**src/pkg/btcalu_map.svh**
```systemverilog
/*
  Register offsets, flag bit positions, reset values and fixed constants
  of the bit test / count / compare data ALU.
  Assumes inclusion by bare name from the design file and the test bench.
*/
`ifndef BTCALU_MAP_SVH
`define BTCALU_MAP_SVH

// register offsets on the plain register port
`define BTCALU_OFS_FLAGS 4'h0
`define BTCALU_OFS_MODE 4'h1

// condition flag bit positions
`define BTCALU_F_C 0
`define BTCALU_F_V 1
`define BTCALU_F_Z 2
`define BTCALU_F_N 3
`define BTCALU_F_U 4
`define BTCALU_F_E 5
`define BTCALU_F_L 6
`define BTCALU_F_S 7

// mode register field
`define BTCALU_MODE_SIXTEEN 0

// reset values
`define BTCALU_FLAGS_RST 8'h00
`define BTCALU_MODE_RST 1'h0

// bit test limits and peripheral windows
`define BTCALU_BIT_MAX 5'h17
`define BTCALU_PP_BASE 18'h3FFFF
`define BTCALU_QQ_BASE 18'h3FFFE

// leading bit count constants
`define BTCALU_LEAD_BIAS 24'h000009
`define BTCALU_LEAD_W_NORMAL 7'h38
`define BTCALU_LEAD_W_SIXTEEN 7'h28

`endif

```
**src/pkg/btcalu_pkg.sv**
```systemverilog
/*
  Types of the bit test / count / compare data ALU: operation codes,
  operand sources, engine states and the packed state record.
  Assumes the constants header is on the include path.
*/
package btcalu_pkg;

  typedef enum logic [2:0] {
    OP_BIT_TEST = 3'b000,
    OP_LEAD_COUNT = 3'b001,
    OP_ACC_CLEAR = 3'b010,
    OP_SIGNED_CMP = 3'b011,
    OP_MAGN_CMP = 3'b100,
    OP_UNSIGNED_CMP = 3'b101
  } btcalu_op_e;

  // where the bit test operand comes from
  typedef enum logic [2:0] {
    BT_REG = 3'b000,
    BT_STACK = 3'b001,
    BT_MEM_EA = 3'b010,
    BT_MEM_ABS = 3'b011,
    BT_MEM_PP = 3'b100,
    BT_MEM_QQ = 3'b101
  } btcalu_btsrc_e;

  // first compare operand kind
  typedef enum logic [1:0] {
    S1_ACC = 2'b00,
    S1_WORD = 2'b01,
    S1_IMM_SHORT = 2'b10,
    S1_IMM_LONG = 2'b11
  } btcalu_s1_e;

  typedef enum logic {
    ST_IDLE = 1'b0,
    ST_FETCH = 1'b1
  } btcalu_state_e;

  typedef struct packed {
    btcalu_state_e state;
    logic [7:0] flags;
    logic mode16;
    logic [7:0] rdata;
    logic done;
    logic acc_wr_en;
    logic acc_wr_sel;
    logic [55:0] acc_wr_data;
    logic mem_rd;
    logic mem_space;
    logic [23:0] mem_addr;
    logic [4:0] bit_q;
    logic sp_dec;
  } btcalu_state_s;

endpackage

```
**src/rtl/btcalu_core.sv**
```systemverilog
/*
  Bit test, leading bit count, accumulator clear and signed, magnitude and
  unsigned compare, with the condition flag register and a mode register.
  Assumes operands arrive with op_valid from the decoder and register file,
  and that memory data answers in the same cycle as mem_rd.
*/
// Our own choices: strobed register access and the address map.
`timescale 1ns/1ps
`include "btcalu_map.svh"

module btcalu_core (
  // clock and reset
  input logic ref_clk,
  input logic reset_n,
  // register port
  input logic [3:0] reg_addr,
  input logic [7:0] reg_wdata,
  input logic reg_wr,
  input logic reg_rd,
  output logic [7:0] reg_rdata,
  // operation request
  input logic op_valid,
  output logic op_ready,
  input btcalu_pkg::btcalu_op_e op_code,
  input btcalu_pkg::btcalu_btsrc_e bt_src,
  input logic [4:0] bit_num,
  input logic [5:0] addr_field,
  input logic [23:0] ea_addr,
  input logic mem_space_sel,
  input logic [23:0] reg_operand,
  input btcalu_pkg::btcalu_s1_e s1_kind,
  input logic [55:0] s1_acc,
  input logic [23:0] s1_word,
  input logic [23:0] imm_long,
  input logic [55:0] s2_acc,
  input logic dest_sel,
  // memory operand
  output logic mem_rd,
  output logic mem_space,
  output logic [23:0] mem_addr,
  input logic [23:0] mem_rdata,
  // results
  output logic op_done,
  output logic acc_wr_en,
  output logic acc_wr_sel,
  output logic [55:0] acc_wr_data,
  output logic sp_dec,
  output logic [7:0] condition_flags
);

  btcalu_pkg::btcalu_state_s st;
  btcalu_pkg::btcalu_state_s next_st;

  function automatic logic pick_bit(input logic [23:0] w, input logic [4:0] n);
    pick_bit = (n <= `BTCALU_BIT_MAX) ? w[n] : 1'b0;
  endfunction

  function automatic logic [23:0] lead_count(input logic [55:0] v, input logic m16);
    logic [55:0] s;
    logic [6:0] w;
    logic [6:0] n;
    logic run;
    s = m16 ? {v[55:32], v[23:8], 16'h0000} : v;
    w = m16 ? `BTCALU_LEAD_W_SIXTEEN : `BTCALU_LEAD_W_NORMAL;
    n = 7'h00;
    run = 1'b1;
    for (int i = 55; i >= 0; i--) begin
      if (run && (7'(55 - i) < w) && (s[i] == s[55])) begin
        n = n + 7'h01;
      end else begin
        run = 1'b0;
      end
    end
    if (s == 56'h0) begin
      lead_count = 24'h000000;
    end else begin
      lead_count = `BTCALU_LEAD_BIAS - {17'h00000, n};
    end
  endfunction

  function automatic logic [55:0] abs56(input logic [55:0] v);
    abs56 = v[55] ? (56'h0 - v) : v;
  endfunction

  logic [55:0] s1_full;
  logic [55:0] cmp_a;
  logic [55:0] cmp_b;
  logic [56:0] diff;
  logic [55:0] r;
  logic ovf;
  logic ext_use;
  logic [47:0] u_s1;
  logic [48:0] udiff;
  logic [23:0] lead_res;
  logic [23:0] s1_w24;
  logic [23:0] bt_word;

  always_comb begin
    // first operand as a 24-bit word
    unique case (s1_kind)
      btcalu_pkg::S1_IMM_SHORT: s1_w24 = {18'h00000, s1_word[5:0]};
      btcalu_pkg::S1_IMM_LONG: s1_w24 = imm_long;
      default: s1_w24 = s1_word;
    endcase
    s1_full = (s1_kind == btcalu_pkg::S1_ACC) ? s1_acc : {{8{s1_w24[23]}}, s1_w24, 24'h000000};
    cmp_a = (op_code == btcalu_pkg::OP_MAGN_CMP) ? abs56(s2_acc) : s2_acc;
    cmp_b = (op_code == btcalu_pkg::OP_MAGN_CMP) ? abs56(s1_full) : s1_full;
    diff = {1'b0, cmp_a} - {1'b0, cmp_b};
    r = diff[55:0];
    ovf = (cmp_a[55] ^ cmp_b[55]) & (r[55] ^ cmp_a[55]);
    ext_use = ~((&r[55:47]) | ~(|r[55:47]));
    u_s1 = (s1_kind == btcalu_pkg::S1_ACC) ? s1_acc[47:0] : {s1_w24, 24'h000000};
    udiff = {1'b0, s2_acc[47:0]} - {1'b0, u_s1};
    lead_res = lead_count(s1_acc, st.mode16);
    bt_word = reg_operand;
  end

  always_comb begin
    next_st = st;
    next_st.done = 1'b0;
    next_st.acc_wr_en = 1'b0;
    next_st.mem_rd = 1'b0;
    next_st.sp_dec = 1'b0;
    next_st.rdata = 8'h00;
    if (reg_rd) begin
      unique case (reg_addr)
        `BTCALU_OFS_FLAGS: next_st.rdata = st.flags;
        `BTCALU_OFS_MODE: next_st.rdata = {7'h00, st.mode16};
        default: next_st.rdata = 8'h00;
      endcase
    end
    if (reg_wr) begin
      if (reg_addr == `BTCALU_OFS_FLAGS) begin
        next_st.flags = reg_wdata;
      end
      if (reg_addr == `BTCALU_OFS_MODE) begin
        next_st.mode16 = reg_wdata[`BTCALU_MODE_SIXTEEN];
      end
    end
    // operation updates below override a same-cycle software write
    unique case (st.state)
      btcalu_pkg::ST_IDLE: begin
        if (op_valid) begin
          next_st.done = 1'b1;
          unique case (op_code)
            btcalu_pkg::OP_BIT_TEST: begin
              next_st.bit_q = bit_num;
              next_st.mem_space = mem_space_sel;
              unique case (bt_src)
                btcalu_pkg::BT_REG, btcalu_pkg::BT_STACK: begin
                  next_st.flags[`BTCALU_F_C] = pick_bit(bt_word, bit_num);
                  next_st.sp_dec = (bt_src == btcalu_pkg::BT_STACK);
                end
                default: begin
                  next_st.done = 1'b0;
                  next_st.mem_rd = 1'b1;
                  next_st.state = btcalu_pkg::ST_FETCH;
                  unique case (bt_src)
                    btcalu_pkg::BT_MEM_ABS: next_st.mem_addr = {18'h00000, addr_field};
                    btcalu_pkg::BT_MEM_PP: next_st.mem_addr = {`BTCALU_PP_BASE, addr_field};
                    btcalu_pkg::BT_MEM_QQ: next_st.mem_addr = {`BTCALU_QQ_BASE, addr_field};
                    default: next_st.mem_addr = ea_addr;
                  endcase
                end
              endcase
            end
            btcalu_pkg::OP_LEAD_COUNT: begin
              next_st.acc_wr_en = 1'b1;
              next_st.acc_wr_sel = dest_sel;
              next_st.acc_wr_data = {{8{lead_res[23]}}, lead_res, 24'h000000};
              next_st.flags[`BTCALU_F_N] = lead_res[23];
              next_st.flags[`BTCALU_F_Z] = (lead_res == 24'h000000);
              next_st.flags[`BTCALU_F_V] = 1'b0;
            end
            btcalu_pkg::OP_ACC_CLEAR: begin
              next_st.acc_wr_en = 1'b1;
              next_st.acc_wr_sel = dest_sel;
              next_st.acc_wr_data = 56'h0;
              next_st.flags[`BTCALU_F_E] = 1'b0;
              next_st.flags[`BTCALU_F_U] = 1'b1;
              next_st.flags[`BTCALU_F_N] = 1'b0;
              next_st.flags[`BTCALU_F_Z] = 1'b1;
              next_st.flags[`BTCALU_F_V] = 1'b0;
            end
            btcalu_pkg::OP_SIGNED_CMP, btcalu_pkg::OP_MAGN_CMP: begin
              next_st.flags[`BTCALU_F_C] = diff[56];
              next_st.flags[`BTCALU_F_V] = ovf;
              next_st.flags[`BTCALU_F_Z] = (r == 56'h0);
              next_st.flags[`BTCALU_F_N] = r[55];
              next_st.flags[`BTCALU_F_E] = ext_use;
              next_st.flags[`BTCALU_F_U] = ~(r[47] ^ r[46]) & ~ext_use;
              next_st.flags[`BTCALU_F_L] = st.flags[`BTCALU_F_L] | ovf;
            end
            btcalu_pkg::OP_UNSIGNED_CMP: begin
              next_st.flags[`BTCALU_F_C] = udiff[48];
              next_st.flags[`BTCALU_F_V] = 1'b0;
              next_st.flags[`BTCALU_F_Z] = (udiff[47:0] == 48'h0);
              next_st.flags[`BTCALU_F_N] = udiff[47];
            end
            default: next_st.done = 1'b1;
          endcase
        end
      end
      btcalu_pkg::ST_FETCH: begin
        next_st.flags[`BTCALU_F_C] = pick_bit(mem_rdata, st.bit_q);
        next_st.done = 1'b1;
        next_st.state = btcalu_pkg::ST_IDLE;
      end
    endcase
  end

  always_ff @(posedge ref_clk or negedge reset_n) begin
    if (!reset_n) begin
      st <= '{state: btcalu_pkg::ST_IDLE, flags: `BTCALU_FLAGS_RST, mode16: `BTCALU_MODE_RST,
              rdata: 8'h00, done: 1'b0, acc_wr_en: 1'b0, acc_wr_sel: 1'b0,
              acc_wr_data: 56'h0, mem_rd: 1'b0, mem_space: 1'b0, mem_addr: 24'h000000,
              bit_q: 5'h00, sp_dec: 1'b0};
    end else begin
      st <= next_st;
    end
  end

  assign op_ready = (st.state == btcalu_pkg::ST_IDLE);
  assign reg_rdata = st.rdata;
  assign mem_rd = st.mem_rd;
  assign mem_space = st.mem_space;
  assign mem_addr = st.mem_addr;
  assign op_done = st.done;
  assign acc_wr_en = st.acc_wr_en;
  assign acc_wr_sel = st.acc_wr_sel;
  assign acc_wr_data = st.acc_wr_data;
  assign sp_dec = st.sp_dec;
  assign condition_flags = st.flags;

  logic take;
  assign take = op_valid & op_ready;

  bt_reg_carry_a: assert property (@(posedge ref_clk) disable iff (!reset_n)
    take && op_code == btcalu_pkg::OP_BIT_TEST && bt_src == btcalu_pkg::BT_REG && bit_num < 5'h18
    |=> condition_flags[0] == $past(reg_operand[bit_num]))
    else $error("bit test carry does not match tested bit");

  sp_dec_a: assert property (@(posedge ref_clk) disable iff (!reset_n)
    take && op_code == btcalu_pkg::OP_BIT_TEST
    |=> sp_dec == ($past(bt_src) == btcalu_pkg::BT_STACK))
    else $error("stack pointer decrement wrong");

  pp_window_a: assert property (@(posedge ref_clk) disable iff (!reset_n)
    take && op_code == btcalu_pkg::OP_BIT_TEST && bt_src == btcalu_pkg::BT_MEM_PP
    |=> mem_rd && mem_addr == {`BTCALU_PP_BASE, $past(addr_field)})
    else $error("peripheral window address wrong");

  mem_fetch_a: assert property (@(posedge ref_clk) disable iff (!reset_n)
    take && op_code == btcalu_pkg::OP_BIT_TEST && bt_src == btcalu_pkg::BT_MEM_EA
    |=> mem_rd && !op_done && mem_addr == $past(ea_addr) ##1 op_done && op_ready)
    else $error("memory bit test sequence wrong");

  lead_range_a: assert property (@(posedge ref_clk) disable iff (!reset_n)
    take && op_code == btcalu_pkg::OP_LEAD_COUNT
    |=> $signed(acc_wr_data[47:24]) <= 8 && $signed(acc_wr_data[47:24]) >= -47)
    else $error("count result out of range");

  lead_shape_a: assert property (@(posedge ref_clk) disable iff (!reset_n)
    take && op_code == btcalu_pkg::OP_LEAD_COUNT
    |=> acc_wr_en && acc_wr_data[23:0] == 24'h0 && acc_wr_data[55:48] == {8{acc_wr_data[47]}})
    else $error("count result shape wrong");

  lead_zero_a: assert property (@(posedge ref_clk) disable iff (!reset_n)
    take && op_code == btcalu_pkg::OP_LEAD_COUNT && s1_acc == 56'h0
    |=> acc_wr_data == 56'h0 && condition_flags[2])
    else $error("zero source count not zero");

  lead_flags_a: assert property (@(posedge ref_clk) disable iff (!reset_n)
    take && op_code == btcalu_pkg::OP_LEAD_COUNT
    |=> !condition_flags[1] && condition_flags[3] == acc_wr_data[47]
        && condition_flags[0] == $past(condition_flags[0]))
    else $error("count flags wrong");

  clear_result_a: assert property (@(posedge ref_clk) disable iff (!reset_n)
    take && op_code == btcalu_pkg::OP_ACC_CLEAR
    |=> acc_wr_en && acc_wr_data == 56'h0 && condition_flags[2] && condition_flags[4]
        && !condition_flags[3] && !condition_flags[5] && !condition_flags[1])
    else $error("clear result or flags wrong");

  cmp_nowrite_a: assert property (@(posedge ref_clk) disable iff (!reset_n)
    take && (op_code == btcalu_pkg::OP_SIGNED_CMP || op_code == btcalu_pkg::OP_MAGN_CMP)
    |=> !acc_wr_en && condition_flags[2] == ($past(cmp_a) == $past(cmp_b)))
    else $error("compare wrote back or zero flag wrong");

  ucmp_flags_a: assert property (@(posedge ref_clk) disable iff (!reset_n)
    take && op_code == btcalu_pkg::OP_UNSIGNED_CMP
    |=> !condition_flags[1] && !acc_wr_en
        && condition_flags[2] == ($past(s2_acc[47:0]) == $past(u_s1)))
    else $error("unsigned compare flags wrong");

  mem_carry_a: assert property (@(posedge ref_clk) disable iff (!reset_n)
    mem_rd && st.bit_q <= `BTCALU_BIT_MAX
    |=> condition_flags[0] == $past(mem_rdata[st.bit_q]))
    else $error("memory bit test carry wrong");

  abs_window_a: assert property (@(posedge ref_clk) disable iff (!reset_n)
    take && op_code == btcalu_pkg::OP_BIT_TEST && bt_src == btcalu_pkg::BT_MEM_ABS
    |=> mem_rd && mem_addr == {18'h00000, $past(addr_field)})
    else $error("absolute operand address wrong");

  qq_window_a: assert property (@(posedge ref_clk) disable iff (!reset_n)
    take && op_code == btcalu_pkg::OP_BIT_TEST && bt_src == btcalu_pkg::BT_MEM_QQ
    |=> mem_rd && mem_addr == {`BTCALU_QQ_BASE, $past(addr_field)})
    else $error("second peripheral window address wrong");

  lead_narrow_a: assert property (@(posedge ref_clk) disable iff (!reset_n)
    take && op_code == btcalu_pkg::OP_LEAD_COUNT && st.mode16
    |=> $signed(acc_wr_data[47:24]) <= 8 && $signed(acc_wr_data[47:24]) >= -31)
    else $error("sixteen-bit count result out of range");

  clear_keep_a: assert property (@(posedge ref_clk) disable iff (!reset_n)
    take && op_code == btcalu_pkg::OP_ACC_CLEAR
    |=> condition_flags[0] == $past(condition_flags[0])
        && condition_flags[7:6] == $past(condition_flags[7:6]))
    else $error("clear changed carry, limit or scaling");

  short_imm_a: assert property (@(posedge ref_clk) disable iff (!reset_n)
    take && op_code == btcalu_pkg::OP_SIGNED_CMP && s1_kind == btcalu_pkg::S1_IMM_SHORT
    |=> condition_flags[2] == ($past(s2_acc) == {26'h0, $past(s1_word[5:0]), 24'h000000}))
    else $error("short immediate not zero-extended");

  word_extend_a: assert property (@(posedge ref_clk) disable iff (!reset_n)
    take && op_code == btcalu_pkg::OP_SIGNED_CMP && s1_kind == btcalu_pkg::S1_WORD
    |=> condition_flags[2]
        == ($past(s2_acc) == {{8{$past(s1_word[23])}}, $past(s1_word), 24'h000000}))
    else $error("word operand extension wrong");

  unsigned_ext_a: assert property (@(posedge ref_clk) disable iff (!reset_n)
    take && op_code == btcalu_pkg::OP_UNSIGNED_CMP && s1_kind == btcalu_pkg::S1_ACC
    |=> condition_flags[2] == ($past(s2_acc[47:0]) == $past(s1_acc[47:0])))
    else $error("unsigned compare used extension byte");

endmodule

```
**config.mk**
```make
export PLATFORM = sky130hd
export DESIGN_NAME = btcalu_core
export DESIGN_NICKNAME = d
export VERILOG_FILES = /design/src/pkg/btcalu_pkg.sv /design/src/rtl/btcalu_core.sv
export VERILOG_INCLUDE_DIRS = /design/src /design/src/pkg
export SDC_FILE = /design/constraint.sdc
export NUM_CORES = 1
export LEC_CHECK = 0
export BUFFER_PORTS_ARGS = -buffer_cell sky130_fd_sc_hd__buf_2
export CAP_MARGIN = 20
export CORE_ASPECT_RATIO = 0.7
export CORE_UTILIZATION = 55
export CTS_CLUSTER_DIAMETER = 150
export DETAILED_ROUTE_END_ITERATION = 6
export MAX_ROUTING_LAYER = met4
export PLACE_DENSITY = 0.79
export SETUP_SLACK_MARGIN = 0.2
export SKIP_CTS_REPAIR_TIMING = 1
export SLEW_MARGIN = 20
export SYNTH_ARGS = -nofsm -noshare
export SYNTH_HDL_FRONTEND = slang
export SYNTH_SLANG_ARGS = --single-unit
```
**constraint.sdc**
```tcl
create_clock -name ref_clk -period 39.7 [get_ports ref_clk]
set_clock_uncertainty 0.05 [all_clocks]
set_input_delay 9.925 -clock ref_clk [delete_from_list [all_inputs] [get_ports ref_clk]]
set_output_delay 9.925 -clock ref_clk [all_outputs]
set_load 0.03 [all_outputs]
```
==> qor.yml <==
outcome: "complete, but fails checks"
failed_checks: "design-rule violations"
synth_top_cell_area_share: 0.0923
mostFrequentLayoutCell: "buf_2"
ant_nets: 0
cp_slowest_cell: "or4_4"
io_pins: 373
clk_path_buf_depth: 2
post-synth-top-area-cell: "ha_1"
grt-ovfl-total: 0
min_period_over_period: 0.901
synthArstFlopShare: 1.00
finalSetupTns_ps: 0
path_class: "in2reg"
rsz0062_at_grt: "no"
final-setup-viol-count: 0
maxCapViolations: 0
rr_worst_depth: 94
clockRootBuffer: "clkbuf_16"
slew_headroom: 0.284
die_w_um: 238
min_period_ps: 35750
finalWirelength_um: 77200
yosysSeqAreaShare: 0.0701
crit_fanout: 25
h-tree-depth: 3
hold_ws_ps: 445
drive_above_1_share: 0.160
final_nets: 3665
synth-main-ff-cell: "dfrtp_1"
grt_usage: 0.385
avgViaCountPerCell: 6.33
synth_edf_count: 0
worstSkewPairLatency_ps: 330
required_ps: 39900
ys_top_cells_by_area: "ha_1, dfrtp_1, xnor2_1, nand2_1, nor2_1"
crit_top_cell: "ha_1"
grt_pass1_vias: 21500
cts_tree: "yes"
drt_first_pass_iters: 7
cts.sinks: 60
leakage_nw: 9.98
irDropWorstVdd_mv: 0.0352
drc: 1
start_util: 0.558
rows: 60
timing.fmax_mhz: 28.0
avgSynthCellArea_um2: 7.03
netlist-cell-type-count: 111
final_area_um2: 23200
synthCells: 3046
wl_per_cell_um: 20.4
num_vias: 23900
end_kind: "flip-flop"
dp.final_hpwl_um: 64400
ys_ff_latch: 60
yosysWarnings: 0
slowest_delay_ps: 580
gp_congestion: 1.04
synth_area_um2: 21400
grt_max_degree: 81
arrival_ps: 35950
first_iter_violations: 2833
coreArea_um2: 38400
fp.dieH_um: 167
worst_slew_pin_slew_ps: 1050
antenna_found_initial: 10
clk_pin_slew_ps: 60
most-common-layout-cells: "buf_2, nand2_1, nor2_1"
whs_path_depth: 2
area_growth_pct: 8.37
dpl-instance-area_um2: 22900
grt_first_pass_wirelength_um: 119000
hold_class: "reg2reg"
die_area_um2: 39800
power_density_nw_per_um2: 23.0
maxSlewViolCount: 0
port_buffers: 348
p_total_w: 0.000534
cts_buffers: 9
startpoint_type: "input port"
hold_viol_final: 0
-- state kept, by name (all words and copies together) (netlist names) --
register / flops
reg_rdata: 8
mem_rd: 1
st: 6
acc_wr_en: 1
condition_flags: 8
acc_wr_data: 8
sp_dec: 1
mem_addr: 24
mem_space: 1
acc_wr_sel: 1
op_done: 1
-- layer usage --
metal,share of wire,up-vias,GRT usage,routed length (um)
li1,-,11300,-,-
met1,0.45,11100,0.545,34800
met2,0.42,1275,0.555,32300
met3,0.093,161,0.0452,7170
met4,0.039,0,0.146,2970
met5,0,-,-,0
-- synthesized netlist by cell type, types with 15 or more instances --
master,count
or3_1,24
o211ai_1,20
xnor3_1,15
nor3_1,84
a22oi_1,15
mux2_2,32
nor4_1,23
nand3_1,96
nand2_1,325
nor2_1,313
mux2i_1,82
a21o_1,46
ha_1,158
nand4_1,34
a21boi_0,19
nand2b_1,39
and3_1,54
nand3b_1,15
a21oi_1,231
buf_4,100
o21ai_0,181
and2_1,48
or2_2,30
o21a_1,50
xnor2_1,167
mux4_2,16
o22ai_1,23
dfrtp_1,60
nor3b_1,15
inv_1,113
o31ai_1,21
a31oi_1,41
clkbuf_1,84
nor2b_1,53
a211oi_1,24
xor2_1,127
-- power by group --
group / total [W] / internal [W] / leakage, nW / switching [W]
Combinational: 0.000369 / 0.000139 / 9.09 / 0.000230
Sequential: 0.0000799 / 0.0000717 / 0.734 / 0.00000826
Clock: 0.0000849 / 0.0000552 / 0.156 / 0.0000297
-- worst max-delay path, delay by kind of cell --
kind / cells / cell delay (ps)
mux: 12 / 2280
buf+inv: 5 / 710
simple gates: 39 / 4790
xor+xnor: 2 / 560
fa+ha+maj: 26 / 7900
compound gates: 54 / 9770
-- final cells by class --
class | count | area (um^2)
Multi-Input combinational cell | 2684 | 18400
Fill cell | 3621 | 15100
Timing Repair Buffer | 366 | 1880
Sequential cell | 60 | 1500
Tap cell | 527 | 659
Inverter | 114 | 428
Clock buffer | 9 | 225
Clock inverter | 7 | 98.8
Antenna cell | 10 | 25.0
-- cell families after synthesis --
kind of cell / Yosys count / share of synthesized area
compound gates: 822 / 0.248
other cells: 1 / 0.000175
mux: 134 / 0.0754
fa+ha+maj: 168 / 0.0980
flops: 60 / 0.0701
xor+xnor: 329 / 0.155
buf+inv: 325 / 0.0762
simple gates: 1207 / 0.277
-- through the flow --
step	cells	setup WS, ps	util
6_report	3777	3950	0.605
5_1_grt	3777	1920	0.605
4_1_cts	3767	4610	0.604
3_5_place_dp	3751	4350	0.596
3_3_place_gp	3751	5490	0.596
2_1_floorplan	3069	7370	-
-- final timing paths --
kind	slack [ps]	start	endpoint
setup / recovery	3950	s1_acc[55]	condition_flags[2]
hold / removal	440	acc_wr_sel	acc_wr_sel
setup reg to reg	21990	st[99]	condition_flags[2]
hold reg to reg	440	acc_wr_sel	acc_wr_sel
max in group asynchronous	29370	reset_n	st[99]
min in group asynchronous	9680	reset_n	mem_addr[16]
Note: power is estimated with default switching activity, not from simulation.
